### src/apfs_params.svh
// offsets, field positions, reset values and codes for the analog pin function select block
`ifndef APFS_PARAMS_SVH
`define APFS_PARAMS_SVH

// ----------------------------------------------------------------
// register offsets (byte addresses)
// ----------------------------------------------------------------
`define APFS_OFF_PIN_SELECT   4'h0
`define APFS_OFF_CONTROL      4'h4
`define APFS_OFF_STATUS       4'h8

// ----------------------------------------------------------------
// field positions and reset values
// ----------------------------------------------------------------
`define APFS_SEL_WIDTH        8
`define APFS_SEL_MASK         8'h7f
`define APFS_SEL_RESET        8'h00
`define APFS_CH6_BIT          6
`define APFS_CH5_BIT          5
`define APFS_CH4_BIT          4
`define APFS_CTL_CHSEL_LSB    0
`define APFS_CTL_CHSEL_MSB    2
`define APFS_CTL_XIN_BIT      3
`define APFS_CTL_XOUT_BIT     4
`define APFS_CTL_IR_BIT       5
`define APFS_CTL_MASK         8'h3f
`define APFS_CTL_RESET        8'h00

// ----------------------------------------------------------------
// channel select codes
// ----------------------------------------------------------------
`define APFS_CHSEL_CH4        3'h4
`define APFS_CHSEL_CH5        3'h5
`define APFS_CHSEL_CH6        3'h6
`define APFS_CHSEL_NONE       3'h7

`endif

### src/apfs_pkg.sv
// types for the analog pin function select block
package apfs_pkg;

   // function driven onto a shared pin
   typedef enum logic [1:0] {
      APFS_FN_DIGITAL = 2'b00,
      APFS_FN_ANALOG  = 2'b01,
      APFS_FN_CRYSTAL = 2'b10,
      APFS_FN_IR      = 2'b11
   } apfs_fn_e;

   // bus write handshake states
   typedef enum logic [1:0] {
      APFS_WR_IDLE = 2'b00,
      APFS_WR_RESP = 2'b01
   } apfs_wr_e;

   typedef logic [7:0] apfs_byte_t;

endpackage

### src/apfs_top.sv
// analog pin function select: AXI4-Lite registers and shared pin priority
//
// Added by the designer: the AXI4-Lite slave port and the register addresses.
`timescale 1ns/1ns
`include "apfs_params.svh"

module apfs_top (
   input  wire logic                   clk,
   input  wire logic                   nrst,
   input  wire logic                   s_axi_awvalid,
   output logic                        s_axi_awready,
   input  wire logic [3:0]             s_axi_awaddr,
   input  wire logic                   s_axi_wvalid,
   output logic                        s_axi_wready,
   input  wire logic [31:0]            s_axi_wdata,
   input  wire logic [3:0]             s_axi_wstrb,
   output logic                        s_axi_bvalid,
   input  wire logic                   s_axi_bready,
   output logic [1:0]                  s_axi_bresp,
   input  wire logic                   s_axi_arvalid,
   output logic                        s_axi_arready,
   input  wire logic [3:0]             s_axi_araddr,
   output logic                        s_axi_rvalid,
   input  wire logic                   s_axi_rready,
   output logic [31:0]                 s_axi_rdata,
   output logic [1:0]                  s_axi_rresp,
   output logic [6:0]                  analog_enable,
   output logic [6:0]                  channel_onehot,
   output apfs_pkg::apfs_fn_e          port5_line5_fn,
   output apfs_pkg::apfs_fn_e          port7_line0_fn,
   output apfs_pkg::apfs_fn_e          port6_line7_fn,
   output logic                        conflict
);
   import apfs_pkg::*;

   // ----------------------------------------------------------------
   // register state
   // ----------------------------------------------------------------
   apfs_byte_t  sel_reg;
   apfs_byte_t  ctl_reg;
   apfs_wr_e    wr_state_reg;
   logic        aw_got_reg;
   logic        w_got_reg;
   logic [3:0]  aw_addr_reg;
   logic [31:0] w_data_reg;
   logic        w_lane0_reg;
   logic [2:0]  chsel;
   logic        xin_en;
   logic        xout_en;
   logic        ir_en;

   assign chsel   = ctl_reg[`APFS_CTL_CHSEL_MSB:`APFS_CTL_CHSEL_LSB];
   assign xin_en  = ctl_reg[`APFS_CTL_XIN_BIT];
   assign xout_en = ctl_reg[`APFS_CTL_XOUT_BIT];
   assign ir_en   = ctl_reg[`APFS_CTL_IR_BIT];

   // readback of one register word
   function automatic logic [31:0] reg_read(input logic [3:0] a, input apfs_byte_t s,
                                            input apfs_byte_t c, input logic f);
      logic [31:0] d;
      d = 32'h0000_0000;
      case (a)
         `APFS_OFF_PIN_SELECT: d = {24'h00_0000, s & `APFS_SEL_MASK};
         `APFS_OFF_CONTROL:    d = {24'h00_0000, c & `APFS_CTL_MASK};
         `APFS_OFF_STATUS:     d = {31'h0000_0000, f};
         default:              d = 32'h0000_0000;
      endcase
      return d;
   endfunction

   function automatic logic addr_ok(input logic [3:0] a);
      return (a == `APFS_OFF_PIN_SELECT) || (a == `APFS_OFF_CONTROL) ||
             (a == `APFS_OFF_STATUS);
   endfunction

   // ----------------------------------------------------------------
   // write channel: address and data in either order
   // ----------------------------------------------------------------
   always_ff @(posedge clk or negedge nrst) begin
      if (!nrst) begin
         aw_got_reg    <= 1'b0;
         w_got_reg     <= 1'b0;
         aw_addr_reg   <= 4'h0;
         w_data_reg    <= 32'h0000_0000;
         w_lane0_reg   <= 1'b0;
         s_axi_awready <= 1'b0;
         s_axi_wready  <= 1'b0;
         s_axi_bvalid  <= 1'b0;
         s_axi_bresp   <= 2'h0;
         wr_state_reg  <= APFS_WR_IDLE;
      end else begin
         s_axi_awready <= 1'b0;
         s_axi_wready  <= 1'b0;
         case (wr_state_reg)
            APFS_WR_IDLE: begin
               if (s_axi_awvalid && !aw_got_reg && !s_axi_awready) begin
                  s_axi_awready <= 1'b1;
                  aw_got_reg    <= 1'b1;
                  aw_addr_reg   <= s_axi_awaddr;
               end
               if (s_axi_wvalid && !w_got_reg && !s_axi_wready) begin
                  s_axi_wready <= 1'b1;
                  w_got_reg    <= 1'b1;
                  w_data_reg   <= s_axi_wdata;
                  w_lane0_reg  <= s_axi_wstrb[0];
               end
               if (aw_got_reg && w_got_reg) begin
                  s_axi_bvalid <= 1'b1;
                  s_axi_bresp  <= addr_ok(aw_addr_reg) ? 2'h0 : 2'h2;
                  wr_state_reg <= APFS_WR_RESP;
               end
            end
            APFS_WR_RESP: begin
               if (s_axi_bready) begin
                  s_axi_bvalid <= 1'b0;
                  aw_got_reg   <= 1'b0;
                  w_got_reg    <= 1'b0;
                  wr_state_reg <= APFS_WR_IDLE;
               end
            end
            default: wr_state_reg <= APFS_WR_IDLE;
         endcase
      end
   end

   // ----------------------------------------------------------------
   // register update, on the same clock edge that bvalid rises
   // ----------------------------------------------------------------
   always_ff @(posedge clk or negedge nrst) begin
      if (!nrst) begin
         sel_reg <= `APFS_SEL_RESET;
         ctl_reg <= `APFS_CTL_RESET;
      end else if (wr_state_reg == APFS_WR_IDLE && aw_got_reg && w_got_reg && w_lane0_reg) begin
         if (aw_addr_reg == `APFS_OFF_PIN_SELECT)
            sel_reg <= w_data_reg[7:0] & `APFS_SEL_MASK;
         if (aw_addr_reg == `APFS_OFF_CONTROL)
            ctl_reg <= w_data_reg[7:0] & `APFS_CTL_MASK;
      end
   end

   // ----------------------------------------------------------------
   // read channel
   // ----------------------------------------------------------------
   always_ff @(posedge clk or negedge nrst) begin
      if (!nrst) begin
         s_axi_arready <= 1'b0;
         s_axi_rvalid  <= 1'b0;
         s_axi_rdata   <= 32'h0000_0000;
         s_axi_rresp   <= 2'h0;
      end else begin
         s_axi_arready <= 1'b0;
         if (s_axi_rvalid) begin
            if (s_axi_rready)
               s_axi_rvalid <= 1'b0;
         end else if (s_axi_arvalid && !s_axi_arready) begin
            s_axi_arready <= 1'b1;
            s_axi_rvalid  <= 1'b1;
            s_axi_rdata   <= reg_read(s_axi_araddr, sel_reg, ctl_reg, conflict);
            s_axi_rresp   <= addr_ok(s_axi_araddr) ? 2'h0 : 2'h2;
         end
      end
   end

   // ----------------------------------------------------------------
   // pin function resolution
   // ----------------------------------------------------------------
   apfs_fn_e p55_next;
   apfs_fn_e p70_next;
   apfs_fn_e p67_next;
   logic     conflict_next;

   always_comb begin
      p55_next = xin_en ? APFS_FN_CRYSTAL :
                 sel_reg[`APFS_CH6_BIT] ? APFS_FN_ANALOG : APFS_FN_DIGITAL;
      p70_next = xout_en ? APFS_FN_CRYSTAL :
                 sel_reg[`APFS_CH5_BIT] ? APFS_FN_ANALOG : APFS_FN_DIGITAL;
      p67_next = sel_reg[`APFS_CH4_BIT] ? APFS_FN_ANALOG :
                 ir_en ? APFS_FN_IR : APFS_FN_DIGITAL;
      conflict_next = (xin_en && (sel_reg[`APFS_CH6_BIT] || chsel == `APFS_CHSEL_CH6)) ||
                      (xout_en && (sel_reg[`APFS_CH5_BIT] || chsel == `APFS_CHSEL_CH5)) ||
                      (ir_en && (sel_reg[`APFS_CH4_BIT] || chsel == `APFS_CHSEL_CH4));
   end

   // registered pin outputs
   always_ff @(posedge clk or negedge nrst) begin
      if (!nrst) begin
         analog_enable  <= 7'h00;
         channel_onehot <= 7'h00;
         port5_line5_fn <= APFS_FN_DIGITAL;
         port7_line0_fn <= APFS_FN_DIGITAL;
         port6_line7_fn <= APFS_FN_DIGITAL;
         conflict       <= 1'b0;
      end else begin
         analog_enable  <= sel_reg[6:0];
         channel_onehot <= (chsel == `APFS_CHSEL_NONE) ? 7'h00 : 7'(7'h01 << chsel);
         port5_line5_fn <= p55_next;
         port7_line0_fn <= p70_next;
         port6_line7_fn <= p67_next;
         conflict       <= conflict_next;
      end
   end
endmodule

### config.mk
export PLATFORM = sky130hd
export DESIGN_NAME = apfs_top
export DESIGN_NICKNAME = d
export VERILOG_FILES = /design/src/apfs_pkg.sv /design/src/apfs_top.sv
export VERILOG_INCLUDE_DIRS = /design/src
export SDC_FILE = /design/constraint.sdc
export NUM_CORES = 1
export LEC_CHECK = 0
export ABC_AREA = 1
export BUFFER_PORTS_ARGS = -buffer_cell sky130_fd_sc_hd__buf_2
export CAP_MARGIN = 10
export CORE_UTILIZATION = 47
export CTS_BUF_LIST = sky130_fd_sc_hd__clkbuf_16
export DETAILED_ROUTE_END_ITERATION = 7
export GPL_TIMING_DRIVEN = 0
export PLACE_DENSITY = 0.8
export SKIP_LAST_GASP = 1
export SLEW_MARGIN = 20
export SYNTH_ARGS = -nofsm -noshare
export SYNTH_HDL_FRONTEND = slang
export SYNTH_SLANG_ARGS = --single-unit
### constraint.sdc
create_clock -name clk -period 1.4 [get_ports clk]
set_input_delay 0.07 -clock clk [delete_from_list [all_inputs] [get_ports clk]]
set_output_delay 0.07 -clock clk [all_outputs]
set_load 0.02 [all_outputs]
==> Word level (Yosys, flattened, before mapping) <==
Cells that the tools add are included.
W data, S select, Z words.
{ "totals": {"output_inout_bits": 62, "input_bits": 51, "wordCells": 105, "ff_bits": 91} }
{ "op_classes": {"n_bitwise": 1, "reduce_logical": 40, "eq_ne": 13, "mux": 28, "shifts": 1} }
{ "op_table": {"columns": ["op", "n"], "rows": [
  ["$pmux W7 S3", 1],
  ["$mux W2", 8],
  ["$mux W1", 14],
  ["$reduce_and A2 Y1", 7],
  ["$eq A3 B3 Y1 const B", 4],
  ["$logic_and A1 B1 Y1", 12],
  ["$logic_or A1 B1 Y1", 9],
  ["$reduce_and A3 Y1", 3],
  ["$eq A4 B3 Y1 const B", 2],
  ["$eq A4 B4 Y1 const B", 2],
  ["$logic_not A4 Y1", 2],
  ["$ne A2 B2 Y1 const B", 4],
  ["$mux W7", 1],
  ["$shl A1 B3 Y7 const A", 1],
  ["$pmux W1 S2", 3],
  ["$logic_not A1 Y1", 5],
  ["$pmux W2 S2", 1],
  ["$eq A2 B1 Y1 const B", 1],
  ["$logic_not A2 Y1", 1],
  ["$reduce_bool A2 Y1", 1],
  ["$not A1 Y1", 1]
]} }

==> Logic depth before layout (Yosys ltp) <==
Gate-level depths: netlist of run 1.
{ "logic_depth": {"ltp_word": 5, "depth_mapped": 6, "ltp_nobuf": 6} }

==> Least setup slack after synthesis of run 1 <==
Ideal clock, no wire load.
{ "synth_timing": {"path_kind": "reg2reg", "startpoint": "register s_axi_bvalid (netlist name)", "endpoint": "register ctl_reg[0]", "path_slack_ns": 0.232, "arrival_time_ns": 1.051, "n_path_buf": 0, "synth_period_minus_slack_ns": 1.168, "required_ns": 1.283, "setup_ns": 0.117, "stages_incl_launch_ff": 7, "path_cell_list": "dfrtp_1 > inv_2 > nand3_2 > nor2_4 > nand2_1 > nand2_1 > nand2_1"} }
{ "synth_lines": {"columns": ["element", "line_no", "source"], "rows": [
  ["end signal, assigned", "apfs_top.sv:132", "ctl_reg <= `APFS_CTL_RESET;"],
  ["end signal, assigned", "apfs_top.sv:137", "ctl_reg <= w_data_reg[7:0] & `APFS_CTL_MASK;"],
  ["end, declared", "apfs_top.sv:40", "apfs_byte_t ctl_reg;"]
]} }

==> reports/qor.txt, run 1 <==
Final worst path period need: 1230 ps
Vias: 2064
Place WS: 181 ps
Fin crit share: 0.881
Post-synthesis area per instance: 9.20 µm²
R2R depth: 6
Initial detailed-routing violation count: 117
Syn. warnings: 0
Number of placed I/O pins: 113
Vias per cell: 4.45
Hold depth: 3
Top FF cell, synth: dfrtp_1
Status: finished clean
EDFF count, synth: 0
Worst path top cell family by delay: simple AND/OR/NAND/NOR gates
# nets final: 440
VDD IR max: 0.00102 V
Crit-path max cell delay: 400 ps
Combined area of the multi-input logic cells: 798 µm²
Area of the die: 0.00578 mm²
Hpwl dp: 3370 µm
Critical Path Start: s_axi_bvalid
Crit end category: flop
Most numerous cell in the Yosys netlist: nand2_1
Final worst slack: 167 ps
GRT Total Usage: 0.195
Max Fclk: 0.811 GHz
CORE AREA: 0.00520 mm²
Initial Utilization: 0.495
Synth Register Bits: 62
Max Slew Vio Count: 0
Rows: 26
Worst-margin pin slew: 731 ps
Synthesis-to-finish area growth: 35.5%
Port Buf Inserts: 57
CTS Root Cell: clkbuf_16
Post-synth top cells: 90 x nand2_1, 62 x dfrtp_1, 32 x nand3_1
H-tree depth: 3
Number of global-route vias before repair: 1869
Pin count of the biggest net entering global routing: 63
Setup Skew: 5.07 ps
Iteration count of the initial detailed-routing pass: 5
Total negative setup slack: 0 ps
End of the critical path: ctl_reg[2]
Tot Pwr: 6830 µW
R2R Setup Slk: 170 ps
DRT Wirelength: 5090 µm
Endpoints failing setup: 0
P_leak: 0.00206 µW
Largest cells by area after synthesis: dfrtp_1 60%, nand2_1 13%, buf_4 7.9%
CP arrival: 1440 ps
Crit path top cell by count: nand2_1
Clock transition at the registers of the reported paths: 50 ps
Worst-path maximum fanout: 6
Grt ovf: 0
# DRC: 0
Cell Area, Synth: 0.00257 mm²
CP Depth: 6
End of the worst register-to-register path: ctl_reg[2]
PD cells: 1960 mW/mm²
Num Clock Sinks: 62
Resize count post-CTS: 0
Flip-flop and latch area: 0.00155 mm²
Crit-path cells: inv_2, nand3_2, nor2_4, nand2_1, nand2_1, nand2_1
Initial antenna violation count: 0
Yosys top cell by area: dfrtp_1
CP bufs+invs: 1
Chip height: 76.0 µm
TritonCTS Buffers: 9
Critical path class: reg -> reg
TritonCTS clock tree: yes
Placer Congestion: 0.825
Startpoint types: flop
Layout cells sized above 1: 0.277
Wire per inst: 11.0 µm
Crit path max-delay cell type: dfrtp_1
Fill cells: 419
Max-Cap Viols: 0
Share of the synthesized area in the top cell type: 0.603
Antenna Nets Post-Route: 0
Hold Path Class: in -> reg
Max clock buf depth: 2
DIE WIDTH: 76.0 µm
Asr flop ratio synth: 1.00
Post-synthesis sequential area ratio: 0.603
Syn Inst Count: 280
Post-synth cell types: 17
R2R Path Start: s_axi_bvalid
ANT cells: 0
Final Hold Fails: 0
First-pass GRT wire length: 8610 µm
CP Data Required Time: 1610 ps
Rel. slew slack: 0.513
Min Hold Slack: 24.7 ps
RSZ-0062 raised after global routing: false
Clock Latency Late Sink: 330 ps
==> worst min path at each step <==
stage,start,endpoint,slack (ps)
global route,s_axi_awvalid,aw_got_reg,60
finish,s_axi_awvalid,aw_got_reg,20
floorplan,nrst,analog_enable[0],-230
global placement,s_axi_rready,s_axi_rvalid,260
CTS,s_axi_awvalid,aw_got_reg,30
detailed placement,nrst,channel_onehot[6],180
==> cell type report <==
class	count	area share
flip-flops and latches	62	0.445
multi-input cells	188	0.229
repair buffers	72	0.125
plain buffers	31	0.0656
clock buffers	9	0.0645
inverters	25	0.0269
well taps	70	0.0251
clock inverters	7	0.0190
==> logic make-up (layout without fill, tap and decap cells) <==
| family | after synthesis | after routing | synth area share |
|---|---|---|---|
| simple gates | 143 | 143 | 0.236 |
| flops | 62 | 62 | 0.603 |
| buf+inv | 56 | 144 | 0.125 |
| compound gates | 18 | 18 | 0.0350 |
| other cells | 1 | 27 | 0.00146 |
==> cells in the final DEF, fill, tap and decap left out, drive strengths merged <==
cell type,count
nand2,90
buf,88
clkinvlp,2
nor3,4
dlygate4sd3,15
clkinv,3
nand4,1
nor2,14
a21oi,1
clkbuf,9
inv,26
dfrtp,62
o21ai,17
nand3,34
bufinv,1
conb,27
==> through the flow <==
step,cells,cell area [µm²],util
finish,464,3490,0.670
global route,464,3490,0.670
detailed placement,433,3050,0.586
floorplan,306,2670,-
global placement,433,3050,0.585
CTS,464,3490,0.670
==> routing by layer <==
metal	track usage	routed length [µm]
met1	0.238	2230
met5	0	0
met4	0.0981	87
met3	0.0431	326
met2	0.327	2450
==> tightest hold or removal path: stages <==
cell,delay (ps)
buf_2,80
nand3_1,100
nand2_1,70
==> power by group <==
group | total, µW | switching (µW) | internal [µW]
clock | 2150 | 783 | 1360
combinational | 1860 | 1240 | 620
sequential | 2830 | 421 | 2410
==> timing repair <==
| action | CTS | global route |
|---|---|---|
| setup buffers | 0 | 0 |
| hold endpoints to repair | 76 | 0 |
| hold buffers | 15 | 0 |
Note: power is estimated with default switching activity, not from simulation.
==> run 2, diff against run 1 <==
--- a/config.mk
+++ b/config.mk
@@ -10,10 +10,10 @@
 export BUFFER_PORTS_ARGS = -buffer_cell sky130_fd_sc_hd__buf_2
 export CAP_MARGIN = 10
 export CORE_UTILIZATION = 47
-export CTS_BUF_LIST = sky130_fd_sc_hd__clkbuf_16
 export DETAILED_ROUTE_END_ITERATION = 7
 export GPL_TIMING_DRIVEN = 0
 export PLACE_DENSITY = 0.8
+export RECOVER_POWER = 100
 export SKIP_LAST_GASP = 1
 export SLEW_MARGIN = 20
 export SYNTH_ARGS = -nofsm -noshare
==> run 2 against run 1 <==
Final area shrank 3.9%. The flow now finishes with violations (negative hold slack). Hold slack worse by 42 ps. Cell count unchanged. Clock skew increased by 1.6 ps. Sequential power is essentially flat. Critical endpoint unchanged. Largest power group unchanged. Non-clock buffer count did not move. Sequential share of layout area up 1.8 points. Flip-flop and latch count unchanged. Setup slack gained 3.2 ps. Register-to-register slack is essentially flat. Die area unchanged.
==> reports/qor.txt, run 2 (synthesis results as in run 1) <==
Rel. slew slack: 0.476 (-0.0368)
RSZ-0062 raised after global routing: false
Num Clock Sinks: 62 (unchanged)
Initial detailed-routing violation count: 130 (+11%)
Commonest non-fill, non-tap cell in the layout: nand2_1
Total negative setup slack: 0 ps (unchanged)
Antenna Nets Post-Route: 0 (unchanged)
Number of global-route vias before repair: 1828 (-2.2%)
Initial antenna violation count: 0 (unchanged)
Rows: 26 (unchanged)
# DRC: 0 (unchanged)
CTS Root Cell: clkbuf_8
Endpoints failing setup: 0 (unchanged)
Port Buf Inserts: 57 (unchanged)
Vias: 2027 (-1.8%)
Max-Cap Viols: 0 (unchanged)
Max clock buf depth: 2 (unchanged)
Min Hold Slack: -17.2 ps (-41.9 ps)
# nets final: 440 (unchanged)
First-pass GRT wire length: 8330 µm (-3.3%)
Area of the die: 0.00578 mm² (unchanged)
P_leak: 0.00187 µW (-9.1%)
Vias per cell: 4.37 (-1.8%)
GRT Max-Usage Layer: met2
Post-CTS Setup Bufs: 0 (unchanged)
Hold Path Class: in -> reg
Resize count post-CTS: 0 (unchanged)
Pin count of the biggest net entering global routing: 63 (unchanged)
Violated checks: negative hold slack
Grt ovf: 0 (unchanged)
Fill cells: 462 (+10%)
PD cells: 1840 mW/mm² (-5.9%)
Critical path class: reg -> reg
Fin crit share: 0.879 (-0.00229)
Worst-margin pin slew: 786 ps (+55.2 ps)
TritonCTS clock tree: yes
GRT Total Usage: 0.187 (-0.00758)
Initial Utilization: 0.495 (unchanged)
Clock transition at the registers of the reported paths: 70 ps (+20 ps)
TritonCTS Buffers: 9 (unchanged)
DIE WIDTH: 76.0 µm (unchanged)
CP arrival: 1460 ps (+20 ps)
CORE AREA: 0.00520 mm² (unchanged)
Iteration count of the initial detailed-routing pass: 4 (-1)
Hpwl dp: 3370 µm (unchanged)
M2 GR Usage: 0.311 (-0.0164)
Startpoint types: flop
Met1 Usage GRT: 0.231 (-0.00709)
Max Slew Vio Count: 0 (unchanged)
# hold bufs at CTS: 15 (unchanged)
Number of placed I/O pins: 113 (unchanged)
Wire per inst: 10.7 µm (-2.4%)
Placer Congestion: 0.825 (unchanged)
Final Hold Fails: 1 (+1)
DRT Wirelength: 4970 µm (-2.4%)
Setup Skew: 6.63 ps (+1.56 ps)
Crit end category: flop
H-tree depth: 3 (unchanged)
Layout cells sized above 1: 0.183 (-0.0939)
Max Fclk: 0.813 GHz (+0.26%)
Final worst path period need: 1230 ps (-3.21 ps)
Synthesis-to-finish area growth: 30.2%
Chip height: 76.0 µm (unchanged)
Status: complete, but fails checks
Worst-path maximum fanout: 6 (unchanged)
GR Util met3: 0.0443 (+0.00120)
VDD IR max: 0.00119 V (+17%)
Clock Latency Late Sink: 340 ps (about the same)
Most frequent cells in the layout: 90 x nand2_1, 62 x dfrtp_1, 38 x clkbuf_1
ANT cells: 0 (unchanged)
CP Data Required Time: 1630 ps (+20 ps)
run 2: changes by cell type in the layout (fill, tap and decap cells not counted), sizes merged:
cell,change
clkbuf,+40
buf,-38
clkinv,-1
inv,-1
run 2: metal layers:
layer	vias to the layer above	share of wire
met2	82	0.47
met5	-	0
met1	895	0.43
met4	0	0.016
li1	1042	-
met3	8	0.079
run 2: stage by stage:
stage | instance area [µm²] | power [µW] | setup slack, ps | std cells | util
final | 3350 | 6170 | 170 | 464 | 0.644
after global routing | 3350 | 6590 | 37.4 | 464 | 0.644
after CTS | 3400 | 6290 | 159 | 464 | 0.653
after detailed placement | 3050 | 4670 | 181 | 433 | 0.586
after global placement | 3050 | 4600 | 162 | 433 | 0.585
after floorplan | 2670 | 4040 | 232 | 306 | -
run 2: worst max-delay path, cell delays in order, from the launching register on:
cell,delay [ps]
dfrtp_1,410
inv_2,110
nand3_2,130
nor2_4,160
nand2_1,150
nand2_1,100
nand2_1,60
run 2: worst paths after layout:
| kind | startpoint | end | slack [ps] | cells after the start |
|---|---|---|---|---|
| min in group asynchronous | nrst | channel_onehot[6] | 380 | 2 |
| max | s_axi_bvalid | ctl_reg[2] | 170 | 6 |
| min reg2reg | sel_reg[1] | analog_enable[1] | 400 | 0 |
| max reg2reg | s_axi_bvalid | ctl_reg[2] | 170 | 6 |
| max in group asynchronous | nrst | sel_reg[1] | 510 | 2 |
| min | s_axi_awvalid | aw_got_reg | -20 | 3 |
run 2: layout make-up:
cell class                 count  area [µm²]  share of cell area
sequential                    62        1550               0.463
multi-input combinational    188         798               0.238
timing repair buffer          72         394               0.118
buffer                        31         226              0.0676
clock buffer                  11         141              0.0422
inverter                      25        93.8              0.0280
tap                           70        87.6              0.0261
clock inverter                 5        58.8              0.0175
run 2: where the power goes:
part	internal [µW]	leakage [µW]	switching, µW
Sequential	2400	0.000815	429
Combinational	538	0.000960	1220
Clock	870	0.0000955	709
